**config.mk**
```make
export PLATFORM = sky130hd
export DESIGN_NAME = fis_top
export DESIGN_NICKNAME = d
export VERILOG_FILES = /design/src/pkg/fis_pkg.sv /design/src/hdl/fis_tick.sv /design/src/hdl/fis_top.sv
export VERILOG_INCLUDE_DIRS = /design/src /design/src/pkg
export SDC_FILE = /design/constraint.sdc
export NUM_CORES = 1
export LEC_CHECK = 0
export CAP_MARGIN = 20
export CORE_UTILIZATION = 55
export CTS_BUF_LIST = sky130_fd_sc_hd__clkbuf_4
export DETAILED_ROUTE_END_ITERATION = 6
export DONT_BUFFER_PORTS = 1
export GPL_TIMING_DRIVEN = 1
export PLACE_DENSITY = 0.82
export SETUP_SLACK_MARGIN = 0.5
export SLEW_MARGIN = 20
export SYNTH_ARGS = -nofsm -noshare
export SYNTH_HDL_FRONTEND = slang
export SYNTH_HIERARCHICAL = 1
export SYNTH_SLANG_ARGS = --single-unit
```
**constraint.sdc**
```tcl
create_clock -name clk_i -period 1.9 [get_ports clk_i]
set_clock_uncertainty 0.2 [all_clocks]
set_input_delay 0.095 -clock clk_i [delete_from_list [all_inputs] [get_ports clk_i]]
set_output_delay 0.095 -clock clk_i [all_outputs]
set_load 0.03 [all_outputs]
```
**src/pkg/fis_consts.svh**
```systemverilog
// Offsets, field positions, reset values and timing counts for the flash status and tick block.
// Assumes it is included by its bare name from design files only.
`ifndef FIS_CONSTS_SVH
`define FIS_CONSTS_SVH
`define FIS_OFS_RAW_STATUS 12'h00C
`define FIS_OFS_IRQ_ENABLE 12'h010
`define FIS_OFS_MASKED_CLEAR 12'h014
`define FIS_OFS_TICK_RELOAD 12'h140
`define FIS_BIT_BAD_ACCESS 0
`define FIS_BIT_PROG_DONE 1
`define FIS_RST_TICK_RELOAD 8'h31
`define FIS_RST_IRQ_ENABLE 2'h0
`define FIS_RST_RAW_STATUS 2'h0
`define FIS_HV_PULSE_US 16'h0014
`define FIS_RESP_OKAY 2'h0
`define FIS_RESP_SLVERR 2'h2
`endif

```
**src/pkg/fis_pkg.sv**
```systemverilog
// Types shared by the flash status and tick block.
// Assumes nothing of its surroundings.
package fis_pkg;
  typedef enum logic [1:0] {
    FIS_HV_IDLE = 2'b01,
    FIS_HV_ON = 2'b10
  } fis_hv_state_t;
  typedef logic [1:0] fis_evt_t;
endpackage

```
**src/hdl/fis_tick.sv**
```systemverilog
// Microsecond tick divider and high-voltage pulse timer.
// Assumes start_i comes from logic on clk_i and reload_i is held stable during a pulse.
`timescale 1ns/10ps
`include "fis_consts.svh"
module fis_tick #(
  parameter logic [15:0] PULSE_US = `FIS_HV_PULSE_US
) (
  input wire logic clk_i,
  input wire logic sys_rst_i,
  input wire logic ce_i,
  input wire logic [7:0] reload_i,
  input wire logic start_i,
  output logic tick_o,
  output logic hv_pulse_o,
  output logic done_o
);
  logic [7:0] cnt_reg;
  logic [15:0] us_reg;
  fis_pkg::fis_hv_state_t state_reg;
  logic start_ok;

  assign start_ok = start_i && (state_reg == fis_pkg::FIS_HV_IDLE);

  // A start realigns the divider so the pulse spans whole microseconds.
  always_ff @(posedge clk_i)
  begin
    if (sys_rst_i)
    begin
      cnt_reg <= `FIS_RST_TICK_RELOAD;
      tick_o <= 1'b0;
    end
    else if (ce_i)
    begin
      tick_o <= 1'b0;
      if (start_ok)
        cnt_reg <= reload_i;
      else if (cnt_reg == 8'h00)
      begin
        cnt_reg <= reload_i;
        tick_o <= 1'b1;
      end
      else
        cnt_reg <= cnt_reg - 8'h01;
    end
  end

  always_ff @(posedge clk_i)
  begin
    if (sys_rst_i)
    begin
      state_reg <= fis_pkg::FIS_HV_IDLE;
      us_reg <= 16'h0000;
      hv_pulse_o <= 1'b0;
      done_o <= 1'b0;
    end
    else if (ce_i)
    begin
      done_o <= 1'b0;
      case (state_reg)
        fis_pkg::FIS_HV_IDLE:
        begin
          if (start_i)
          begin
            state_reg <= fis_pkg::FIS_HV_ON;
            us_reg <= PULSE_US;
            hv_pulse_o <= 1'b1;
          end
        end
        fis_pkg::FIS_HV_ON:
        begin
          if (cnt_reg == 8'h00)
          begin
            if (us_reg == 16'h0001)
            begin
              state_reg <= fis_pkg::FIS_HV_IDLE;
              hv_pulse_o <= 1'b0;
              done_o <= 1'b1;
            end
            us_reg <= us_reg - 16'h0001;
          end
        end
        default:
        begin
          state_reg <= fis_pkg::FIS_HV_IDLE;
          hv_pulse_o <= 1'b0;
        end
      endcase
    end
  end

  logic [23:0] width_reg;
  always_ff @(posedge clk_i)
  begin
    if (sys_rst_i)
      width_reg <= 24'h00_0000;
    else if (ce_i)
      width_reg <= hv_pulse_o ? width_reg + 24'h00_0001 : 24'h00_0000;
  end
endmodule

```
**src/hdl/fis_top.sv**
```systemverilog
// Flash controller interrupt status, interrupt enable and microsecond tick reload, on an AXI4-Lite slave.
// Assumes event inputs and the pulse start come from logic on clk_i; one clock, synchronous reset.
//
// Notes on behaviour
// - The masked programming flag, bit 1, is set when a program or erase cycle completes and its enable is one.
// - Writing one to masked bit 1 clears it and the raw programming flag; writing zero does nothing.
// - The masked access flag, bit 0, is set on an improper flash access while its enable is one.
// - Writing one to masked bit 0 clears it and the raw access flag; writing zero does nothing.
// - A microsecond tick comes every reload plus one clocks from a counter reloaded from the reload value.
// - The tick times the high-voltage pulse so it stays between its least and most duration.
// - The reload field resets to 0x31, the value for a 50 MHz clock.
// - Bits 31:8 of the reload register read as zero and software does not depend on them.
// - Raw flags are set on cycle completion and on a protection violation whatever the enables say.
// - A raw flag reaches the interrupt only while its enable bit is one; programming is bit 1, access bit 0.
`timescale 1ns/10ps
`include "fis_consts.svh"
module fis_top #(
  parameter int ADDR_W = 12,
  parameter logic [15:0] HV_PULSE_US = `FIS_HV_PULSE_US
) (
  input wire logic clk_i,
  input wire logic sys_rst_i,
  input wire logic ce_i,
  input wire logic hv_start_i,
  input wire logic bad_access_evt_i,
  output logic hv_pulse_o,
  output logic tick_reload_value_tick_o,
  output logic irq_o,
  input wire logic s_axi_awvalid_i,
  output logic s_axi_awready_o,
  input wire logic [ADDR_W-1:0] s_axi_awaddr_i,
  input wire logic s_axi_wvalid_i,
  output logic s_axi_wready_o,
  input wire logic [31:0] s_axi_wdata_i,
  input wire logic [3:0] s_axi_wstrb_i,
  output logic s_axi_bvalid_o,
  input wire logic s_axi_bready_i,
  output logic [1:0] s_axi_bresp_o,
  input wire logic s_axi_arvalid_i,
  output logic s_axi_arready_o,
  input wire logic [ADDR_W-1:0] s_axi_araddr_i,
  output logic s_axi_rvalid_o,
  input wire logic s_axi_rready_i,
  output logic [31:0] s_axi_rdata_o,
  output logic [1:0] s_axi_rresp_o
);
  logic [7:0] tick_reload_reg;
  logic [1:0] irq_enable_reg;
  fis_pkg::fis_evt_t raw_reg;
  fis_pkg::fis_evt_t raw_next;
  fis_pkg::fis_evt_t masked;
  fis_pkg::fis_evt_t evt;
  fis_pkg::fis_evt_t clr;
  logic prog_done;

  logic aw_full_reg;
  logic w_full_reg;
  logic [ADDR_W-1:0] awaddr_reg;
  logic [31:0] wdata_reg;
  logic [3:0] wstrb_reg;
  logic aw_fire;
  logic w_fire;
  logic wr_do;
  logic ar_fire;
  logic aw_full_next;
  logic w_full_next;
  logic wr_reload;
  logic wr_enable;
  logic wr_clear;
  logic wr_hit;
  logic [31:0] rd_data;
  logic rd_hit;

  fis_tick #(
    .PULSE_US(HV_PULSE_US)
  ) u_tick (
    .clk_i(clk_i),
    .sys_rst_i(sys_rst_i),
    .ce_i(ce_i),
    .reload_i(tick_reload_reg),
    .start_i(hv_start_i),
    .tick_o(tick_reload_value_tick_o),
    .hv_pulse_o(hv_pulse_o),
    .done_o(prog_done)
  );

  // Write address and data are taken independently and held until both are present.
  assign aw_fire = s_axi_awvalid_i && s_axi_awready_o;
  assign w_fire = s_axi_wvalid_i && s_axi_wready_o;
  assign wr_do = aw_full_reg && w_full_reg && !s_axi_bvalid_o;
  assign ar_fire = s_axi_arvalid_i && s_axi_arready_o;

  always_comb
  begin
    aw_full_next = aw_full_reg;
    w_full_next = w_full_reg;
    if (aw_fire)
      aw_full_next = 1'b1;
    else if (wr_do)
      aw_full_next = 1'b0;
    if (w_fire)
      w_full_next = 1'b1;
    else if (wr_do)
      w_full_next = 1'b0;
  end

  always_ff @(posedge clk_i)
  begin
    if (sys_rst_i)
    begin
      aw_full_reg <= 1'b0;
      w_full_reg <= 1'b0;
      s_axi_awready_o <= 1'b0;
      s_axi_wready_o <= 1'b0;
      awaddr_reg <= '0;
      wdata_reg <= 32'h0000_0000;
      wstrb_reg <= 4'h0;
    end
    else if (ce_i)
    begin
      aw_full_reg <= aw_full_next;
      w_full_reg <= w_full_next;
      s_axi_awready_o <= !aw_full_next;
      s_axi_wready_o <= !w_full_next;
      if (aw_fire)
        awaddr_reg <= s_axi_awaddr_i;
      if (w_fire)
      begin
        wdata_reg <= s_axi_wdata_i;
        wstrb_reg <= s_axi_wstrb_i;
      end
    end
  end

  assign wr_reload = wr_do && (awaddr_reg == ADDR_W'(`FIS_OFS_TICK_RELOAD));
  assign wr_enable = wr_do && (awaddr_reg == ADDR_W'(`FIS_OFS_IRQ_ENABLE));
  assign wr_clear = wr_do && (awaddr_reg == ADDR_W'(`FIS_OFS_MASKED_CLEAR));
  assign wr_hit = wr_reload || wr_enable || wr_clear || (awaddr_reg == ADDR_W'(`FIS_OFS_RAW_STATUS));

  always_ff @(posedge clk_i)
  begin
    if (sys_rst_i)
    begin
      s_axi_bvalid_o <= 1'b0;
      s_axi_bresp_o <= `FIS_RESP_OKAY;
    end
    else if (ce_i)
    begin
      if (wr_do)
      begin
        s_axi_bvalid_o <= 1'b1;
        s_axi_bresp_o <= wr_hit ? `FIS_RESP_OKAY : `FIS_RESP_SLVERR;
      end
      else if (s_axi_bready_i)
        s_axi_bvalid_o <= 1'b0;
    end
  end

  always_ff @(posedge clk_i)
  begin
    if (sys_rst_i)
      tick_reload_reg <= `FIS_RST_TICK_RELOAD;
    else if (ce_i && wr_reload && wstrb_reg[0])
      tick_reload_reg <= wdata_reg[7:0];
  end

  always_ff @(posedge clk_i)
  begin
    if (sys_rst_i)
      irq_enable_reg <= `FIS_RST_IRQ_ENABLE;
    else if (ce_i && wr_enable && wstrb_reg[0])
      irq_enable_reg <= wdata_reg[1:0];
  end

  // Raw flags record every event seen while ce_i is high; a new event in the clearing cycle wins over the clear.
  assign evt[`FIS_BIT_PROG_DONE] = prog_done;
  assign evt[`FIS_BIT_BAD_ACCESS] = bad_access_evt_i;
  assign clr = (wr_clear && wstrb_reg[0]) ? wdata_reg[1:0] : 2'h0;
  assign raw_next = (raw_reg & ~clr) | evt;
  assign masked = raw_reg & irq_enable_reg;

  always_ff @(posedge clk_i)
  begin
    if (sys_rst_i)
      raw_reg <= `FIS_RST_RAW_STATUS;
    else if (ce_i)
      raw_reg <= raw_next;
  end

  always_ff @(posedge clk_i)
  begin
    if (sys_rst_i)
      irq_o <= 1'b0;
    else if (ce_i)
      irq_o <= |masked;
  end

  always_comb
  begin
    rd_data = 32'h0000_0000;
    rd_hit = 1'b1;
    case (s_axi_araddr_i)
      ADDR_W'(`FIS_OFS_RAW_STATUS): rd_data[1:0] = raw_reg;
      ADDR_W'(`FIS_OFS_IRQ_ENABLE): rd_data[1:0] = irq_enable_reg;
      ADDR_W'(`FIS_OFS_MASKED_CLEAR): rd_data[1:0] = masked;
      ADDR_W'(`FIS_OFS_TICK_RELOAD): rd_data[7:0] = tick_reload_reg;
      default: rd_hit = 1'b0;
    endcase
  end

  always_ff @(posedge clk_i)
  begin
    if (sys_rst_i)
    begin
      s_axi_arready_o <= 1'b0;
      s_axi_rvalid_o <= 1'b0;
      s_axi_rdata_o <= 32'h0000_0000;
      s_axi_rresp_o <= `FIS_RESP_OKAY;
    end
    else if (ce_i)
    begin
      if (ar_fire)
      begin
        s_axi_arready_o <= 1'b0;
        s_axi_rvalid_o <= 1'b1;
        s_axi_rdata_o <= rd_data;
        s_axi_rresp_o <= rd_hit ? `FIS_RESP_OKAY : `FIS_RESP_SLVERR;
      end
      else if (s_axi_rvalid_o && s_axi_rready_i)
      begin
        s_axi_rvalid_o <= 1'b0;
        s_axi_arready_o <= 1'b1;
      end
      else if (!s_axi_rvalid_o)
        s_axi_arready_o <= 1'b1;
    end
  end

  logic rd_reload_reg;
  always_ff @(posedge clk_i)
  begin
    if (sys_rst_i)
      rd_reload_reg <= 1'b0;
    else if (ce_i && ar_fire)
      rd_reload_reg <= (s_axi_araddr_i == ADDR_W'(`FIS_OFS_TICK_RELOAD));
  end
endmodule

```
# Yosys cells after proc, flatten, opt, wreduce, memory -nomap -nowiden
# Cells that the tools add are included.
# Widths: inputs -> output; s select.
# totals
regBits	82
out_inout_bits	44
in_bits	70
# classes
n_bitwise	4
muxes	35
n_eq_ne	15
n_addsub	2
reduce_logical	36
# ops
operator	count
$eq 12x5->1 const B	4
$mux 16	2
$pmux 16 s2	1
$eq 12x4->1 const B	2
$eq 12x9->1 const B	2
$mux 1	20
$eq 16x1->1 const B	1
$mux 8	2
$sub 16x1->16 const B	1
$logic_and 1x1->1	15
$reduce_and 2->1	7
$mux 2	6
$logic_not 8->1	1
$pmux 2 s4	1
$reduce_and 4->1	2
$sub 8x1->8 const B	1
$mux 6	1
$reduce_bool 2->1	3
$and 2x2->2	2
$ne 2x1->1 const B	2
$pmux 2 s2	1
$reduce_or 4->1	1
$logic_not 1->1	3
$logic_or 1x1->1	3
8 further kinds	8

# Depth between registers and ports, before layout
# Gate-level depths: netlist (run 1).
# logic_depth
depth_word	8
depth_mapped	7
depth_no_buf	6

# Modules after synthesis
# Netlist (run 1), hierarchy kept.
# by_module_without_submodules
mod	n_inst	cells_each	area_each_um2
fis_top	1	270	2273.4
fis_tick	1	190	1657.8

# Least setup slack after synthesis (run 1)
# Ideal clock, no wire load.
# synth_timing
path_kind	register to register
start	register u_tick.cnt_reg[0]
end	register u_tick.cnt_reg[2]
t_required_ns	1.583
slack_ns	-0.197
path_stages_with_launch	7
n_path_buf	0
synth_period_minus_slack_ns	2.097
arrival_ns	1.779
cell_sequence	dfxtp_1 inv_1 ha_1 nor2b_1 a31oi_1 mux2_2 a32o_1
# synth_via
elab_chain_cells	3
elab_cells_between_ends	4
cone_classes	1 x add/sub; 2 x mux; 1 x reduce/logical
# synth_rtl
element	line_no	rtl
start, declared	fis_tick.sv:17	logic [7:0] cnt_reg;
start signal, assigned	fis_tick.sv:29	cnt_reg <= `FIS_RST_TICK_RELOAD;
start signal, assigned	fis_tick.sv:36	cnt_reg <= reload_i;
start signal, assigned	fis_tick.sv:39	cnt_reg <= reload_i;
$sub 8x1->8 or $logic_not 8->1 (tied branches)	fis_tick.sv:43, fis_tick.sv:37	
$mux 8 *	fis_tick.sv:37	else if (cnt_reg == 8'h00)
$mux 8 *	fis_tick.sv:35	if (start_ok)
# Every way passes the cells marked *; elsewhere a longest branch is shown, timed or not.
# A chain may end at the register's enable or synchronous reset.

# Worst setup path after layout (run 1)
# layout_timing
start	register u_tick.cnt_reg[0]
end	register u_tick.us_reg[12]
# layout_via
elab_chain_cells	3
# layout_rtl
element	line_no	rtl
$logic_not 8->1	fis_tick.sv:71	if (cnt_reg == 8'h00)
$ne 2x1->1 (no source line)	-	
$reduce_and 4->1 (no source line)	-	
end signal, assigned	fis_tick.sv:79	us_reg <= us_reg - 16'h0001;
end, declared	fis_tick.sv:18	logic [15:0] us_reg;
# Every way passes these cells.

==> flow_metrics.py, run 1 <==
metrics = {
    "status": {
        "status": "finished with violations",
        "violations": "negative hold slack, negative setup slack",
    },
    "pwr": {
        "p_leak_nw": 2.00,
        "p_sw_frac": 0.306,
        "seqPwrFrac": 0.509,
        "p_clk_frac": 0.277,
        "intPower_mw": 2.46,
        "p_per_area_nw_per_um2": 682,
        "power.share.combinational": 0.214,
        "ir_drop_v": 0.000430,
        "power_switching_mw": 1.08,
    },
    "critical_path": {
        "arrival_ns": 2.16,
        "critPathKind": "reg2reg",
        "crit_fanout": 5,
        "start_kind": "flop",
        "required_ns": 2.08,
        "cp_top_family": "simple AND/OR/NAND/NOR gates",
        "max_stage_delay_ns": 0.42,
        "end_kind": "flop",
        "slowest_stage": "or4_4",
        "critPathBufInv": 2,
        "path_cells": "inv_2, ha_4, and4bb_4, a31oi_4, buf_6, or4_4, a21boi_2",
    },
    "die": {
        "die_y_um": 86.5,
        "io_pins": 114,
        "design.core.area_um2": 6830,
        "row_count": 30,
        "start_util": 0.575,
        "die_area_um2": 7490,
        "die_w_um": 86.5,
    },
    "grt": {
        "grt_max_degree": 61,
        "groute.usage.overall": 0.284,
        "grt_pass1_vias": 3602,
        "grt_pass1_wl_um": 16500,
        "met3_usage": 0.0771,
        "overflow": 0,
        "antenna_found_initial": 0,
        "gr-usage-met2": 0.514,
        "grtUsageMet1": 0.315,
        "grt-busiest-layer": "met2",
    },
    "synth": {
        "ys_types": 67,
        "ys_seq_area_frac": 0.402,
        "syn_area_um2": 3930,
        "synth_cells": 460,
        "async_flop_share": 0,
        "yosys_warnings": 6,
        "synth_top_flop_cell": "dfxtp_1",
        "synth_edf_count": 0,
        "syn_area_per_cell_um2": 8.55,
        "ys_ff_latch": 79,
    },
    "layout": {
        "areaGrowthSynthToFinish_pct": 31.9,
        "multi_input_area_um2": 2600,
        "fillers": 485,
        "largest_reg_flops": 16,
        "mostFrequentLayoutCell": "nand2_1",
        "drive_gt1_frac": 0.338,
        "diodes": 0,
        "fin_util": 0.759,
        "seqCellArea_um2": 1610,
        "layout_common_cells": "71 x nand2_1, 62 x dfxtp_1, 41 x buf_4",
        "final_nets": 599,
    },
    "clocking": {
        "clkLatencyLatePin_ns": 0.43,
        "clk_path_buf_depth": 2,
        "clock_sinks": 79,
        "cts_tree": "yes",
        "clkTransAtPathRegs_ns": 0.13,
        "cts_made_buffers": 9,
        "htree_levels": 3,
        "root_buffer": "clkbuf_4",
    },
    "detailed_routing": {
        "vias": 3740,
        "wirelength_um": 11200,
        "vias_per_cell": 5.98,
        "firstDrtPassIters": 5,
        "post_drt_wl_per_cell_um": 17.9,
        "drc": 0,
        "ant_nets": 0,
        "first_iter_violations": 203,
    },
    "placed_design": {
        "io_buffer_count": 0,
        "dp_hpwl_um": 6790,
        "gp_congestion": 0.850,
    },
    "sta": {
        "drv_slew": 0,
        "hold_viol_final": 75,
        "fin_crit_sh": 1.05,
        "timing.fmax_ghz": 0.503,
        "rsz0062_at_grt": "true",
        "setup_slack_ns": -0.0865,
        "setup_viol": 17,
        "fin_crit_ns": 1.99,
        "hold_slack_ns": -0.465,
        "fin_tns_setup_ns": -0.561,
    },
    "run": {
        "maxCapViolCount": 0,
    },
    "hold_path": {
        "hp-class": "in2reg",
    },
}
[per-stage QoR]
stage	worst slack, ns	hold WS (ns)	instance area (um^2)	std cells	total power, mW
detailed placement	-0.0732	-0.0270	4320	571	2.37
floorplan	0.0208	0.0227	4220	485	2.27
global route	-0.134	-0.512	5190	625	3.67
CTS	-0.0689	-0.504	4900	614	3.43
global placement	0.00595	-0.0266	4320	571	2.34
finish	-0.0865	-0.465	5190	625	3.54
[Yosys cell counts, types with 6 or more instances]
cell type,number,area share
a21oi_1,34,0.043
a22o_1,7,0.016
a31oi_1,7,0.011
and3_1,6,0.0095
buf_4,26,0.050
clkbuf_1,15,0.014
dfxtp_1,79,0.40
inv_1,15,0.014
mux2i_1,19,0.048
nand2_1,72,0.069
nand3_1,11,0.014
nand4_1,9,0.014
nor2_1,24,0.023
nor3_1,13,0.017
nor4_1,8,0.013
o21ai_0,10,0.013
or3_1,9,0.014
or4_1,7,0.013
[final cells by class]
cell class	instances	share of cell area
Inverter	15	0.0109
Sequential cell	79	0.310
Clock inverter	6	0.0118
Timing Repair Buffer	73	0.130
Clock buffer	9	0.0130
Multi-Input combinational cell	347	0.501
Tap cell	96	0.0232
[final timing paths]
| check | start | endpoint | slack (ns) | depth (start not counted) |
|---|---|---|---|---|
| max reg2reg | u_tick/cnt_reg[0] | u_tick/us_reg[12] | -0.09 | 7 |
| min reg2reg | wdata_reg[6] | wdata_reg[6] | 0.26 | 2 |
| min | sys_rst_i | wdata_reg[4] | -0.46 | 1 |
| max | u_tick/cnt_reg[0] | u_tick/us_reg[12] | -0.09 | 7 |
[metal layers]
layer  up-vias  wire (um)
li1       1754          -
met1      1793       4300
met2       154       5880
met3        39        686
met4         0        335
met5         -          0
[worst register-to-register path: cells and delay by family, from the launching register on]
family | cells | cell delay [ns]
buffers and inverters | 2 | 0.24
DFF | 1 | 0.34
and+or+nand+nor | 2 | 0.70
adders and majority gates | 1 | 0.15
AOI/OAI and AO/OA | 2 | 0.30
[logic make-up (layout without fill, tap and decap cells)]
group,Yosys count,count (layout),synth area share
AO/OA/AOI/OAI,98,98,0.171
XOR/XNOR,2,2,0.00446
adder cells (fa/ha/maj),4,4,0.0127
buffers and inverters,59,103,0.0850
flip-flops,79,79,0.402
multiplexers,22,22,0.0570
other,1,26,0.000954
AND/OR/NAND/NOR,195,195,0.266
[power groups by stage]
stage	Clock (mW)	Sequential, mW	Combinational [mW]
final	0.979	1.80	0.758
after global routing	1.05	1.81	0.808
after CTS	0.990	1.79	0.648
after detailed placement	0	1.83	0.543
after global placement	0	1.82	0.520
after floorplan	0	1.82	0.449
[repair_timing]
item                                    in CTS  in global routing
endpoints found under the setup margin      76                 63
endpoints found under the hold margin       79                 75
buffers inserted                            19                 10
pin swaps                                   32                 23
hold buffers                                 9                  1
gates resized for setup                     55                 37
Note: power is estimated with default switching activity, not from simulation.
==> inputs of run 2 (changes only) <==
--- a/constraint.sdc
+++ b/constraint.sdc
@@ -4,2 +4,2 @@
 set_output_delay 0.095 -clock clk_i [all_outputs]
-set_load 0.03 [all_outputs]
+set_load 0.005 [all_outputs]
==> run 2 against run 1 <==
Compared with the run above:
- the flow still finishes with violations (negative hold slack, negative setup slack)
- critical endpoint is now u_tick/us_reg[11]
- highest routed layer unchanged
- core utilization fell by 0.90 points
- first-iteration DRC count fell by 35%
- final area fell by 1.2%
==> flow_metrics.py, run 2 (same netlist as run 1, synthesis figures left out) <==
metrics = {
    "critical_path": {
        "end_kind": "flop",
        "rrSetupSlack_ns": -0.08,
        "start_kind": "flop",
        "r2r-end": "u_tick/us_reg[11]",
        "required_ns": 2.05,
        "crit_end": "u_tick/us_reg[11]",
        "ff2ff_path_depth": 4,
        "critPathKind": "reg2reg",
        "arrival_ns": 2.13,
        "max_stage_delay_ns": 0.55,
        "slowest_stage": "or4_4",
        "r2r-start": "u_tick/us_reg[5]",
        "crit_fanout": 3,
        "path_cells": "or4_4, nor3_4, or4b_4, mux2i_1",
        "timing.critical_path.from": "u_tick/us_reg[5]",
    },
    "sta": {
        "hold_slack_ns": -0.502,
        "setup_slack_ns": -0.0814,
        "timing.fmax_ghz": 0.505,
        "drv_slew": 0,
        "worstMarginPinSlew_ns": 0.492,
        "rsz0062_at_grt": "true",
        "fin_tns_setup_ns": -0.446,
        "slew_headroom": 0.670,
        "fin_crit_sh": 1.04,
        "fin_crit_ns": 1.98,
        "setup_viol": 15,
        "hold_viol_final": 75,
    },
    "pwr": {
        "ir_drop_v": 0.000569,
        "seqPwrFrac": 0.529,
        "p_sw_frac": 0.308,
        "p_per_area_nw_per_um2": 658,
        "intPower_mw": 2.33,
        "p_leak_nw": 1.98,
        "power_switching_mw": 1.04,
        "p_clk_frac": 0.266,
        "power.share.combinational": 0.205,
    },
    "detailed_routing": {
        "first_iter_violations": 132,
        "firstDrtPassIters": 6,
        "ant_nets": 0,
        "vias_per_cell": 6.00,
        "post_drt_wl_per_cell_um": 17.9,
        "drc": 0,
        "vias": 3701,
        "wirelength_um": 11000,
    },
    "die": {
        "die_y_um": 86.5,
        "io_pins": 114,
        "die_area_um2": 7490,
        "row_count": 30,
        "design.core.area_um2": 6830,
        "die_w_um": 86.5,
        "start_util": 0.575,
    },
    "clocking": {
        "root_buffer": "clkbuf_4",
        "postCtsHoldBufs": 8,
        "clkTransAtPathRegs_ns": 0.14,
        "htree_levels": 3,
        "clock_sinks": 79,
        "clk_path_buf_depth": 2,
        "clkLatencyLatePin_ns": 0.46,
        "cts_tree": "yes",
        "cts_made_buffers": 9,
    },
    "layout": {
        "final_nets": 590,
        "diodes": 0,
        "design_area_um2": 5120,
        "layout_common_cells": "71 x nand2_1, 60 x dfxtp_1, 32 x buf_4",
        "areaGrowthSynthToFinish_pct": 30.4,
        "drive_gt1_frac": 0.334,
        "largest_reg_flops": 16,
        "mostFrequentLayoutCell": "nand2_1",
    },
    "grt": {
        "grt_max_degree": 61,
        "antenna_found_initial": 0,
        "overflow": 0,
        "grt_pass1_vias": 3358,
        "groute.usage.overall": 0.273,
        "grt_pass1_wl_um": 15700,
    },
    "placed_design": {
        "dp_hpwl_um": 6520,
        "gp_congestion": 0.883,
        "dp_slack_ns": -0.0509,
        "io_buffer_count": 0,
        "place_area_um2": 4320,
    },
    "hold_path": {
        "hp-class": "in2reg",
    },
    "status": {
        "status": "finished with violations",
        "violations": "negative hold slack, negative setup slack",
    },
    "run": {
        "maxCapViolCount": 0,
    },
}
==> run 2: power by group through the flow <==
stage	sequential (mW)	clock (mW)	combinational, mW
finish	1.79	0.896	0.692
global route	1.79	0.981	0.737
CTS	1.78	0.894	0.569
detailed placement	1.81	0	0.484
global placement	1.80	0	0.466
floorplan	1.80	0	0.390
==> run 2: routing by layer <==
metal,share of wire,track usage,routed length (um)
met5,0,0,0
met4,0.025,0.133,273
met3,0.067,0.0819,739
met2,0.52,0.478,5750
met1,0.39,0.300,4250
==> run 2: what timing repair did <==
| action | 4_1_cts | 5_1_grt |
|---|---|---|
| cloned | 1 | 0 |
| buffers inserted | 6 | 14 |
| hold endpoints to repair | 79 | 75 |
| pin swaps | 19 | 26 |
| gates resized for setup | 50 | 60 |
| setup endpoints to repair | 51 | 69 |
==> run 2: critical path: cells and delay by family (launching register included) <==
kind,cells,cell delay [ns]
flip-flops,1,0.38
multiplexers,1,0.13
AND/OR/NAND/NOR,3,1.17
==> run 2: worst min path at each step <==
stage                         start                 end  cells past startpoint
after floorplan           sys_rst_i  tick_reload_reg[0]                      2
after global placement    sys_rst_i    u_tick/us_reg[0]                      1
after detailed placement  sys_rst_i        wdata_reg[3]                      1
after CTS                 sys_rst_i    u_tick/us_reg[0]                      1
after global routing      sys_rst_i    u_tick/us_reg[0]                      1
final                     sys_rst_i    u_tick/us_reg[0]                      1
==> run 2: area by class of cell <==
type,count,area [um^2]
Clock buffer,9,67.6
Tap cell,96,120
Fill cell,489,1710
Sequential cell,79,1620
Clock inverter,7,48.8
Inverter,15,56.3
Timing Repair Buffer,63,591
Multi-Input combinational cell,348,2630
==> run 2: stage by stage <==
stage	power, mW	std cells	hold WS (ns)	util
global placement	2.27	572	-0.0264	0.632
finish	3.37	617	-0.502	0.750
detailed placement	2.29	572	-0.0244	0.632
CTS	3.24	603	-0.517	0.700
global route	3.51	617	-0.549	0.750
floorplan	2.19	485	0.0227	-
==> inputs of run 3 (changes only) <==
- CTS_BUF_LIST: sky130_fd_sc_hd__clkbuf_4 -> default
==> run 3 against run 2 <==
Compared with the run above:
- the flow still finishes with violations (negative hold slack, negative setup slack)
- via count grew 1.1%
- worst hold slack gained 0.10 ns
- non-clock buffer count grew 3
- maximum frequency shrank 0.95%
- setup slack lost 0.019 ns
- flip-flop and latch count is the same
- first-iteration DRC count grew 53%
- largest power group unchanged
- highest routed layer unchanged
==> flow_metrics.py, run 3 (same netlist as run 1, synthesis figures left out) <==
metrics = {
    "status": {
        "status": "finished with violations",
        "violations": "negative hold slack, negative setup slack",
    },
    "grt": {
        "grt_max_degree": 61,
        "overflow": 0,
        "groute.usage.overall": 0.300,
        "grt_pass1_wl_um": 17100,
        "grt_pass1_vias": 3521,
        "antenna_found_initial": 0,
    },
    "pwr": {
        "power.share.combinational": 0.195,
        "intPower_mw": 2.58,
        "p_per_area_nw_per_um2": 698,
        "ir_drop_v": 0.000695,
        "seqPwrFrac": 0.489,
        "power.total_mw": 3.65,
        "p_clk_frac": 0.316,
        "power_switching_mw": 1.07,
        "p_sw_frac": 0.293,
        "p_leak_nw": 2.02,
    },
    "layout": {
        "largest_reg_flops": 16,
        "final_nets": 593,
        "drive_gt1_frac": 0.324,
        "diodes": 0,
        "areaGrowthSynthToFinish_pct": 33.2,
        "fin_cells": 620,
        "mostFrequentLayoutCell": "nand2_1",
        "layout_common_cells": "71 x nand2_1, 63 x dfxtp_1, 33 x buf_4",
        "fillers": 481,
    },
    "critical_path": {
        "path_cells": "or4_4, nor3_4, and4_4, buf_12, mux2i_4, nand2_1",
        "end_kind": "flop",
        "critPathBufInv": 1,
        "crit_fanout": 8,
        "max_stage_delay_ns": 0.55,
        "start_kind": "flop",
        "critPathKind": "reg2reg",
        "r2r-end": "tick_reload_reg[5]",
        "slowest_stage": "or4_4",
        "cp.depth": 6,
        "rrSetupSlack_ns": -0.10,
        "ff2ff_path_depth": 6,
        "timing.critical_path.from": "awaddr_reg[7]",
        "arrival_ns": 2.05,
        "required_ns": 1.95,
        "cp_top_family": "simple AND/OR/NAND/NOR gates",
        "r2r-start": "awaddr_reg[7]",
    },
    "placed_design": {
        "io_buffer_count": 0,
        "dp_hpwl_um": 6520,
        "dp_slack_ns": -0.0509,
        "placed_cells": 572,
        "gp_congestion": 0.883,
    },
    "sta": {
        "setup_slack_ns": -0.100,
        "timing.fmax_ghz": 0.500,
        "slew_headroom": 0.551,
        "fin_crit_ns": 2.00,
        "hold_slack_ns": -0.401,
        "setup_viol": 13,
        "drv_slew": 0,
        "rsz0062_at_grt": "true",
        "hold_viol_final": 73,
        "worstMarginPinSlew_ns": 0.671,
        "fin_crit_sh": 1.05,
    },
    "hold_path": {
        "hold_start": "sys_rst_i",
        "hp-class": "in2reg",
        "hold_depth": 1,
        "whs_endpoint": "u_tick/tick_o",
    },
    "clocking": {
        "clock_sinks": 79,
        "root_buffer": "clkbuf_8",
        "clk_path_buf_depth": 2,
        "clkLatencyLatePin_ns": 0.36,
        "clkTransAtPathRegs_ns": 0.09,
        "cts_made_buffers": 9,
        "cts_tree": "yes",
        "htree_levels": 3,
    },
    "die": {
        "row_count": 30,
        "die_area_um2": 7490,
        "die_w_um": 86.5,
        "die_y_um": 86.5,
        "io_pins": 114,
        "design.core.area_um2": 6830,
        "start_util": 0.575,
    },
    "detailed_routing": {
        "firstDrtPassIters": 5,
        "wirelength_um": 11400,
        "vias_per_cell": 6.03,
        "first_iter_violations": 202,
        "vias": 3740,
        "post_drt_wl_per_cell_um": 18.4,
        "drc": 0,
        "ant_nets": 0,
    },
    "run": {
        "maxCapViolCount": 0,
    },
}
run 3: layout make-up:
cell class / count / area [um^2] / share of cell area
clock inverters: 6 / 45.0 / 0.00860
multi-input cells: 348 / 2630 / 0.503
well taps: 96 / 120 / 0.0229
inverters: 15 / 58.8 / 0.0112
flip-flops and latches: 79 / 1610 / 0.307
repair buffers: 66 / 633 / 0.121
clock buffers: 10 / 138 / 0.0263
run 3: worst max path at each step:
stage,endpoint,slack [ns]
6_report,tick_reload_reg[5],-0.10
5_1_grt,tick_reload_reg[5],-0.16
4_1_cts,tick_reload_reg[5],-0.09
3_5_place_dp,tick_reload_reg[4],-0.05
3_3_place_gp,tick_reload_reg[5],-0.004
2_1_floorplan,u_tick/us_reg[11],0.02
run 3: routing by layer:
metal / vias to the layer above / GRT usage / routed length [um]
met5: - / 0 / 0
met4: 0 / 0.174 / 461
met3: 45 / 0.0838 / 721
met2: 178 / 0.532 / 5980
met1: 1763 / 0.318 / 4260
li1: 1754 / - / -
run 3: power by group through the flow:
stage | registers (mW) | logic (mW) | clock network, mW
2_1_floorplan | 1.80 | 0.390 | 0
3_3_place_gp | 1.80 | 0.466 | 0
3_5_place_dp | 1.81 | 0.484 | 0
4_1_cts | 1.78 | 0.603 | 1.18
5_1_grt | 1.79 | 0.752 | 1.25
6_report | 1.79 | 0.712 | 1.16
run 3: through the flow:
| stage | instance area, um^2 | hold slack, ns | utilization | TNS [ns] |
|---|---|---|---|---|
| 2_1_floorplan | 4200 | 0.0227 | - | 0 |
| 3_3_place_gp | 4320 | -0.0264 | 0.632 | -0.00386 |
| 3_5_place_dp | 4320 | -0.0244 | 0.632 | -0.258 |
| 4_1_cts | 4970 | -0.421 | 0.727 | -0.381 |
| 5_1_grt | 5240 | -0.434 | 0.766 | -1.59 |
| 6_report | 5240 | -0.401 | 0.766 | -0.591 |
run 3: what timing repair did:
action,CTS,global route
gates resized for setup,61,42
buffers inserted,12,8
cloned,1,0
pin swaps,32,19
hold endpoints to repair,78,75
setup endpoints to repair,51,69
hold buffers,8,3
